**src/logic/tsirq_map.svh**
```systemverilog
`ifndef TSIRQ_MAP_SVH
`define TSIRQ_MAP_SVH

// register word offsets on the serial register port
`define TSIRQ_ADDR_W 10
`define TSIRQ_DATA_W 16
`define TSIRQ_OFS_TOUCH_EN_A 10'h005
`define TSIRQ_OFS_TOUCH_EN_B 10'h006
`define TSIRQ_OFS_STAGE_MASK 10'h007
`define TSIRQ_OFS_TOUCH_FLAGS_A 10'h008
`define TSIRQ_OFS_TOUCH_FLAGS_B 10'h009
`define TSIRQ_OFS_STAGE_FLAGS 10'h00A

// reset values
`define TSIRQ_RST_ENABLE 16'h0000
`define TSIRQ_RST_RDATA 16'h0000

`endif

```
**src/logic/tsirq_pkg.sv**
```systemverilog
`default_nettype none

package tsirq_pkg;

  // one register access as seen behind the serial interface
  typedef struct packed {
    logic [9:0] addr;
    logic wr;
    logic rd;
    logic [15:0] wdata;
  } tsirq_reg_req_t;

  // per-stage touch activation, low and high limit
  typedef struct packed {
    logic [15:0] act_a;
    logic [15:0] act_b;
  } tsirq_touch_t;

endpackage : tsirq_pkg

`default_nettype wire

```
**src/logic/tsirq_sticky.sv**
```systemverilog
`timescale 1ns/1ns
`default_nettype none

module tsirq_sticky #(
  parameter int W = 12
) (
  // clock and reset
  input wire logic sys_clk_in,
  input wire logic rstn_in,
  // events
  input wire logic [W-1:0] set_in,
  input wire logic [W-1:0] cond_in,
  input wire logic clr_in,
  // state
  output logic [W-1:0] flags_out,
  output logic [W-1:0] next_flags_out
);

  // only widths that fit one register word are served
  if (W < 1 || W > 16) begin : g_bad_width
    $error("tsirq_sticky: W out of range");
  end

  // a flag whose cause is still present survives the clearing read;
  // a new event in the clearing cycle wins over the clear
  assign next_flags_out = (flags_out & ~({W{clr_in}} & ~cond_in)) | set_in;

  always_ff @(posedge sys_clk_in) begin
    if (!rstn_in) begin
      flags_out <= '0;
    end else begin
      flags_out <= next_flags_out;
    end
  end

endmodule : tsirq_sticky

`default_nettype wire

```
**src/logic/tsirq_top.sv**
```systemverilog
// Notes on behaviour
// - three sources: stage done, touch, general input; each has enable and status.
// - request line is open drain, pulled low to request, released otherwise.
// - done and touch requests enabled per stage; status names the cause.
// - status read clears flags; line releases once read address is set up.
// - enabled stage finishing with new result pulls the line low.
// - stage done mask holds one enable bit per stage, 1 enables.
// - stage done flags hold one bit per stage, set when a masked-in stage fires.
// - flag read clears a bit only when its cause is gone.
// - touch mode requests on first contact and again on release.
// - touch enables live in two registers, offsets 0x005 and 0x006.
// - touch status reads from two registers, offsets 0x008 and 0x009.
// - after a touch request, line stays low until both touch statuses read.
// - a touch status change raises a request only on an activation edge of an enabled sensor; enable writes alone do not.
// - touch status read returns enabled sensors active at the moment of read.
`timescale 1ns/1ns
`default_nettype none
`include "tsirq_map.svh"

module tsirq_top #(
  parameter int NUM_STAGES = 12
) (
  // clock and reset
  input wire logic sys_clk_in,
  input wire logic rstn_in,
  // register port behind the serial interface
  input wire tsirq_pkg::tsirq_reg_req_t reg_req_in,
  output logic [15:0] reg_rdata_out,
  // converter and sensor events
  input wire logic [NUM_STAGES-1:0] stage_done_in,
  input wire logic [NUM_STAGES-1:0] stage_busy_in,
  input wire tsirq_pkg::tsirq_touch_t touch_in,
  // general purpose input event
  input wire logic gpio_event_in,
  input wire logic gpio_irq_enable_in,
  input wire logic gpio_irq_clear_in,
  output logic gpio_irq_flag_out,
  // open-drain request line
  output logic irq_n_out,
  output logic irq_oe_n_out
);

  // one status bit per stage must fit a register word
  if (NUM_STAGES < 1 || NUM_STAGES > `TSIRQ_DATA_W) begin : g_bad_stages
    $error("tsirq_top: NUM_STAGES must be 1 to 16");
  end

  localparam int N = NUM_STAGES;

  logic [N-1:0] touch_en_a;
  logic [N-1:0] touch_en_b;
  logic [N-1:0] stage_mask;
  logic [N-1:0] stage_flags;
  logic [N-1:0] next_stage_flags;
  logic gpio_flag;
  logic next_gpio_flag;
  logic touch_pending;
  logic next_touch_pending;
  logic next_irq;
  logic rd_touch_a;
  logic rd_touch_b;
  logic rd_stage;
  logic wr_hit;
  logic [15:0] next_rdata;

  // decode of read strobe, which marks the address phase
  assign rd_touch_a = reg_req_in.rd &&
                      reg_req_in.addr == `TSIRQ_OFS_TOUCH_FLAGS_A;
  assign rd_touch_b = reg_req_in.rd &&
                      reg_req_in.addr == `TSIRQ_OFS_TOUCH_FLAGS_B;
  assign rd_stage = reg_req_in.rd &&
                    reg_req_in.addr == `TSIRQ_OFS_STAGE_FLAGS;
  assign wr_hit = reg_req_in.wr;

  // enable registers
  always_ff @(posedge sys_clk_in) begin
    if (!rstn_in) begin
      touch_en_a <= N'(`TSIRQ_RST_ENABLE);
      touch_en_b <= N'(`TSIRQ_RST_ENABLE);
      stage_mask <= N'(`TSIRQ_RST_ENABLE);
    end else if (wr_hit) begin
      unique case (reg_req_in.addr)
        `TSIRQ_OFS_TOUCH_EN_A: begin
          touch_en_a <= reg_req_in.wdata[N-1:0];
        end
        `TSIRQ_OFS_TOUCH_EN_B: begin
          touch_en_b <= reg_req_in.wdata[N-1:0];
        end
        `TSIRQ_OFS_STAGE_MASK: begin
          stage_mask <= reg_req_in.wdata[N-1:0];
        end
        default: begin
          // status and unmapped words ignore writes
        end
      endcase
    end
  end

  // stage done flags: only masked-in stages ever set a bit
  tsirq_sticky #(
    .W(N)
  ) u_stage_flags (
    .sys_clk_in(sys_clk_in),
    .rstn_in(rstn_in),
    .set_in(stage_done_in & stage_mask),
    .cond_in(stage_busy_in | stage_done_in),
    .clr_in(rd_stage),
    .flags_out(stage_flags),
    .next_flags_out(next_stage_flags)
  );

  // general purpose input source, cleared by its own strobe
  tsirq_sticky #(
    .W(1)
  ) u_gpio_flag (
    .sys_clk_in(sys_clk_in),
    .rstn_in(rstn_in),
    .set_in(gpio_event_in & gpio_irq_enable_in),
    .cond_in(1'b0),
    .clr_in(gpio_irq_clear_in),
    .flags_out(gpio_flag),
    .next_flags_out(next_gpio_flag)
  );

  tsirq_touch_watch #(
    .W(N)
  ) u_touch (
    .sys_clk_in(sys_clk_in),
    .rstn_in(rstn_in),
    .act_a_in(touch_in.act_a[N-1:0]),
    .act_b_in(touch_in.act_b[N-1:0]),
    .en_a_in(touch_en_a),
    .en_b_in(touch_en_b),
    .rd_a_in(rd_touch_a),
    .rd_b_in(rd_touch_b),
    .pending_out(touch_pending),
    .next_pending_out(next_touch_pending)
  );

  // built from post-clear values so the line lets go at the address edge
  assign next_irq = (|next_stage_flags) | next_gpio_flag |
                    next_touch_pending;

  always_ff @(posedge sys_clk_in) begin
    if (!rstn_in) begin
      irq_n_out <= 1'b0;
      irq_oe_n_out <= 1'b1;
    end else begin
      irq_n_out <= 1'b0;
      irq_oe_n_out <= ~next_irq;
    end
  end

  always_ff @(posedge sys_clk_in) begin
    if (!rstn_in) begin
      gpio_irq_flag_out <= 1'b0;
    end else begin
      gpio_irq_flag_out <= next_gpio_flag;
    end
  end

  // read data; touch status shows live activations, not latched ones
  always_comb begin
    next_rdata = `TSIRQ_RST_RDATA;
    unique case (reg_req_in.addr)
      `TSIRQ_OFS_TOUCH_EN_A: next_rdata[N-1:0] = touch_en_a;
      `TSIRQ_OFS_TOUCH_EN_B: next_rdata[N-1:0] = touch_en_b;
      `TSIRQ_OFS_STAGE_MASK: next_rdata[N-1:0] = stage_mask;
      `TSIRQ_OFS_TOUCH_FLAGS_A: begin
        next_rdata[N-1:0] = touch_in.act_a[N-1:0] & touch_en_a;
      end
      `TSIRQ_OFS_TOUCH_FLAGS_B: begin
        next_rdata[N-1:0] = touch_in.act_b[N-1:0] & touch_en_b;
      end
      `TSIRQ_OFS_STAGE_FLAGS: next_rdata[N-1:0] = stage_flags;
      default: next_rdata = `TSIRQ_RST_RDATA;
    endcase
  end

  always_ff @(posedge sys_clk_in) begin
    if (!rstn_in) begin
      reg_rdata_out <= `TSIRQ_RST_RDATA;
    end else if (reg_req_in.rd) begin
      reg_rdata_out <= next_rdata;
    end
  end

endmodule : tsirq_top

`default_nettype wire

```
**src/logic/tsirq_touch_watch.sv**
```systemverilog
`timescale 1ns/1ns
`default_nettype none

module tsirq_touch_watch #(
  parameter int W = 12
) (
  // clock and reset
  input wire logic sys_clk_in,
  input wire logic rstn_in,
  // activations and enables
  input wire logic [W-1:0] act_a_in,
  input wire logic [W-1:0] act_b_in,
  input wire logic [W-1:0] en_a_in,
  input wire logic [W-1:0] en_b_in,
  // status reads
  input wire logic rd_a_in,
  input wire logic rd_b_in,
  // pending request
  output logic pending_out,
  output logic next_pending_out
);

  logic [W-1:0] prev_a;
  logic [W-1:0] prev_b;
  logic seen_a;
  logic seen_b;
  logic change;
  logic both_read;

  // any enabled activation edge, touch or release
  assign change = |(((act_a_in ^ prev_a) & en_a_in) |
                    ((act_b_in ^ prev_b) & en_b_in));
  assign both_read = (seen_a | rd_a_in) & (seen_b | rd_b_in);
  assign next_pending_out = change | (pending_out & ~both_read);

  always_ff @(posedge sys_clk_in) begin
    if (!rstn_in) begin
      prev_a <= '0;
      prev_b <= '0;
    end else begin
      prev_a <= act_a_in;
      prev_b <= act_b_in;
    end
  end

  always_ff @(posedge sys_clk_in) begin
    if (!rstn_in) begin
      pending_out <= 1'b0;
    end else begin
      pending_out <= next_pending_out;
    end
  end

  // reads only count once a request stands; a new change restarts the pair
  always_ff @(posedge sys_clk_in) begin
    if (!rstn_in) begin
      seen_a <= 1'b0;
      seen_b <= 1'b0;
    end else if (change || !next_pending_out) begin
      seen_a <= 1'b0;
      seen_b <= 1'b0;
    end else if (pending_out) begin
      seen_a <= seen_a | rd_a_in;
      seen_b <= seen_b | rd_b_in;
    end
  end

endmodule : tsirq_touch_watch

`default_nettype wire
```
**config.mk**
```make
export PLATFORM = sky130hd
export DESIGN_NAME = tsirq_top
export DESIGN_NICKNAME = d
export VERILOG_FILES = /design/src/logic/tsirq_pkg.sv /design/src/logic/tsirq_sticky.sv /design/src/logic/tsirq_top.sv /design/src/logic/tsirq_touch_watch.sv
export VERILOG_INCLUDE_DIRS = /design/src /design/src/logic
export SDC_FILE = /design/constraint.sdc
export NUM_CORES = 1
export LEC_CHECK = 0
export ABC_AREA = 0
export BUFFER_PORTS_ARGS = -buffer_cell sky130_fd_sc_hd__clkbuf_2
export CAP_MARGIN = 25
export CORE_MARGIN = 1.5
export CORE_UTILIZATION = 40
export CTS_BUF_LIST = sky130_fd_sc_hd__clkbuf_16
export CTS_CLUSTER_SIZE = 10
export DETAILED_ROUTE_END_ITERATION = 16
export SLEW_MARGIN = 20
export SYNTH_ARGS = -nofsm -noshare
export SYNTH_HDL_FRONTEND = slang
export SYNTH_SLANG_ARGS = --single-unit
```
**constraint.sdc**
```tcl
create_clock -name sys_clk_in -period 5.9 [get_ports sys_clk_in]
set_clock_uncertainty 0.15 [all_clocks]
set_input_delay 0.59 -clock sys_clk_in [delete_from_list [all_inputs] [get_ports sys_clk_in]]
set_output_delay 0.59 -clock sys_clk_in [all_outputs]
set_load 0.005 [all_outputs]
```
After elaboration in Yosys (flattened, before gate mapping). Cells that the tools add are included.

Latch bits: 0. Output and inout bits: 19. Bits in registers: 89. Memory bits (writable): 0. Memories: 0. Word-level logic and storage cells: 58. Memory bits (read-only): 0.

Muxes and demuxes: 1. Shift operators: 0. Multipliers: 0. $add $sub $neg: 0. Bitwise logic cells: 28. Divide/modulo/power cells: 0. Magnitude comparators: 0. Eq/ne operators: 6. Reduce and logical (&&, ||, !) cells: 11.

Operator list (number): bitwise AND 12 bit (7); case mux 12 bit (6 select lines) (1); bitwise OR 12 bit (3); == test 10 x 3 -> 1 bit, second input constant (3); == test 10 x 4 -> 1 bit, second input constant (3); NOT 12 bit (2); OR reduction 12 bit (2); bitwise XOR 12 bit (2); bitwise OR 1 bit (6); AND reduction 2 bit (3); bitwise AND 1 bit (4); NOT 1 bit (4); logical AND 1 bit (3); OR reduction 2 bit (1); zero test 1 bit (1); logical OR 1 bit (1).

Longest topological paths before layout.
Word-level depth: 10. Gate-level depth with buffers: 7.

Cells and area by module. Synthesis repeated with hierarchy kept, for this count alone.

Cell total of the unflattened synthesis: 475. Area, all modules: 4564.4 um^2.

Modules (own cells, without submodules): tsirq_top (times used 1, cells each 303, sequential area each 1001.0 um^2, area each 2797.7 um^2); tsirq_touch_watch (times used 1, cells each 105, sequential area each 540.5 um^2, area each 1111.1 um^2); tsirq_sticky (u_stage_flags) (times used 1, cells each 62, sequential area each 240.2 um^2, area each 598.1 um^2); tsirq_sticky (u_gpio_flag) (times used 1, cells each 5, sequential area each 20.0 um^2, area each 57.6 um^2).

Worst setup path after synthesis. OpenSTA, ideal clock, no wires.

Path type: input -> register. Start: input reg_req_in[25] in the netlist's numbering. End: register irq_oe_n_out. Stages: 5. Path buffers: 0. Required time: 5654 ps. Slack: 3146 ps. Arrival: 2508 ps. Cell sequence: or4_4 nor4_4 a21oi_1 or4_1 o41ai_2.

Longest elaborated chain between the ends: 10. Elaborated cells between the ends (all ways): 20. Classes of those cells: eq/ne (3); bitwise (13); reduce/logical (4).

RTL lines: start, declared (line tsirq_top.sv:27) `input wire tsirq_pkg::tsirq_reg_req_t reg_req_in,`; == test 10 x 4 -> 1 bit; logical AND 1 bit (no source line); bitwise AND 12 bit (line tsirq_sticky.sv:26) `assign next_flags_out = (flags_out & ~({W{clr_in}} & ~cond_in)) | set_in;`; NOT 12 bit (line tsirq_sticky.sv:26); bitwise AND 12 bit (line tsirq_sticky.sv:26); bitwise OR 12 bit (line tsirq_sticky.sv:26); OR reduction 12 bit (line tsirq_top.sv:141) `assign next_irq = (|next_stage_flags) | next_gpio_flag |`; bitwise OR 1 bit (line tsirq_top.sv:141); bitwise OR 1 bit * (line tsirq_top.sv:141); NOT 1 bit * (line tsirq_top.sv:150) `irq_oe_n_out <= ~next_irq;`; end signal, assigned (line tsirq_top.sv:150); end, declared (line tsirq_top.sv:40) `output logic irq_oe_n_out`.

Mark *: on every way between the ends. The rest lies on a longest branch, timed or not. A chain may end at the register's enable or synchronous reset.

Worst setup path in the final report. Ends and elaborated chain as after synthesis.

==> results.md <==
- Status: finished clean
- First-pass GRT wire length: 18,000 um
- Setup slack, reg-to-reg: 3870 ps
- Placed cell count: 683
- Critical Path End Type: flop
- Reg clk slew, reported paths: 70 ps
- Main synth FF type: dfxtp_1
- Total wire length: 11,200 um
- Via density: 5.20
- Reg-to-Reg End: irq_oe_n_out
- Top post-synthesis cells by area: dfxtp_1 44%, a21boi_1 6.6%, nand2_1 6.3%
- Htree depth: 3
- Total CTS buffers: 9
- Asr flop ratio synth: 0%
- Placed cell areas: 4610 sq um
- Worst-margin pin slew: 1070 ps
- Cell taking the most area after synthesis: dfxtp_1
- DIE AREA: 10,800 sq um
- Register area share after synthesis: 43.6%
- Worst R2R Path Depth: 5
- Core ar.: 9820 sq um
- Worst hold slack: 318 ps
- Pin count of the biggest net entering global routing: 89
- Crit path launch: reg_req_in[25]
- Distinct cells, synth: 40
- Final Net Count: 650
- Non-Filler Cell Area, Final: 4920 sq um
- Setup TNS: 0 ps
- Area Overhead vs Synth: 20.6%
- CP startpoint kind: input pin
- CP Class: input pin to flop
- Post-Syn Area: 4080 sq um
- Non-Filler Instances: 699
- Vias: 3,635
- Power Density: 271 nW/um^2
- Min-delay worst type: flop to flop
- # hold bufs at CTS: 0
- Clk Latency, worst-skew pair: 340 ps
- GRT overflow: 0
- Worst relative slew slack: 28.3%
- Pre-antenna DRT Iters: 4
- Drt initial violations: 260
- Setup crit end: irq_oe_n_out
- Max Fanout on Critical Path: 13
- Most numerous cell in the Yosys netlist: dfxtp_1
- IO Port Bufs: 90
- FMAX: 348 MHz
- RSZ-0062 raised after global routing: false
- Mapped Cells: 485
- Postcts setup bufs: 0
- Post-cts resize count: 0
- Vias in the first global route: 3,493
- Starting Density: 41.6%
- Top cell type's share of synthesized area: 43.6%
- Max Cap Violations: 0
- N_diodes: 0
- Peak VDD IR: 0.000162 V
- Mean Syn Cell Area: 8.42 sq um
- LEAKAGE: 2.15 nW
- GRT Overall Usage: 21.1%
- Yosys warns: 0
- Most frequent cells after synthesis: 89 x dfxtp_1, 69 x nand2_1, 40 x a21oi_1
- Clock sink count: 89
- Final Max Slew Viols: 0
- Final Cycle Share: 48.8%
- FF-to-FF Start: u_touch.prev_a[9]
- EDFF count, synth: 0
- Setup-failing EPs final: 0
- Crit path time final: 2880 ps
- DIE WIDTH: 104 um
- Wire per inst: 16.0 um
- Die H: 104 um
- Total power: 1.33 mW
- Final Hold Vio Count: 0
- Row cnt: 36
- Max Buffers Root-to-Sink: 2
- Layout cells sized above 1: 20.7%
- Critical path arrival: 2970 ps
- Placer Congestion: 0.815
- Hpwl dp: 8110 um
- WP data required: 5990 ps
- I/O Pins: 108
- # DRC: 0
- Root Buffer: clkbuf_16
- Flops & latches, synth: 89
- Initial antenna violation count: 0
- Antenna Nets Post-Route: 0
- CTS tree: built
==> worst max-delay path: stages <==
cell and delay, ps:
clkbuf_2 90, or4_4 650, nor4_4 570, a21oi_1 190, or4_1 560, o41ai_2 320
==> state kept, by name (all words and copies together), names as in the netlist <==
register,count
u_touch.prev_b,12
u_touch.pending_out,1
u_touch.seen_b,1
u_stage_flags.flags_out,12
reg_rdata_out,12
touch_en_a,12
touch_en_b,12
u_touch.seen_a,1
stage_mask,12
u_touch.prev_a,12
irq_oe_n_out,1
u_gpio_flag.flags_out,1
==> cell usage in the layout, fill, tap and decap left out, drive strengths merged <==
master	instances
a2111o	1
nor3b	3
and2	38
and3	1
a21o	12
or3b	1
nor3	4
nor4b	2
a21boi	36
or4b	2
or2	2
and4	1
or4	5
a31oi	1
o21ai	27
a221o	11
nor4	5
nand2	69
xor2	24
nand4	3
bufinv	2
o22ai	1
clkbuf	99
buf	3
nand3	13
clkinv	3
nand3b	1
inv	18
conb	5
o41ai	4
nor2	22
nand2b	4
o31a	1
a22oi	12
dfxtp	89
a221oi	1
a21oi	40
==> per-layer routing <==
layer  GRT usage [%]  vias to the layer above  wire, um
li1                -                     1829         -
met1            28.0                     1690      5200
met2            34.7                      104      5230
met3            4.39                       12       597
met4            5.85                        0       142
met5               0                        -         0
==> cell families after synthesis <==
group | Yosys count | share of synthesized area [%]
buffers and inverters | 48 | 4.90
AO/OA/AOI/OAI | 147 | 24.2
other | 1 | 0.0919
XOR/XNOR | 24 | 5.15
flip-flops | 89 | 43.6
AND/OR/NAND/NOR | 176 | 22.0
==> worst min path at each step <==
stage	endpoint	slack [ps]	start	depth (start not counted)
after global placement	touch_en_a[3]	300	touch_en_a[3]	2
after detailed placement	touch_en_a[4]	310	touch_en_a[4]	2
after global routing	touch_en_a[10]	340	touch_en_a[10]	2
after CTS	touch_en_a[4]	320	touch_en_a[4]	2
final	touch_en_a[4]	320	touch_en_a[4]	2
after floorplan	stage_mask[2]	290	stage_mask[2]	2
==> power by group <==
group	switching (mW)	internal [mW]
registers	0.00583	0.614
clock network	0.239	0.371
logic	0.0573	0.0469
==> per-stage QoR <==
stage	setup slack [ps]	utilization (%)
CTS	3000	50.1
detailed placement	2660	46.9
global route	2940	50.1
global placement	2670	46.9
floorplan	3150	-
finish	3020	50.1
==> area by class of cell <==
class | instances | area, sq um
Multi-Input combinational cell | 352 | 2130
Fill cell | 1007 | 4900
Sequential cell | 89 | 1780
Timing Repair Buffer | 93 | 473
Clock buffer | 9 | 225
Clock inverter | 7 | 91.3
Inverter | 16 | 60.1
Tap cell | 133 | 166
(Power assumes the default switching activity.)
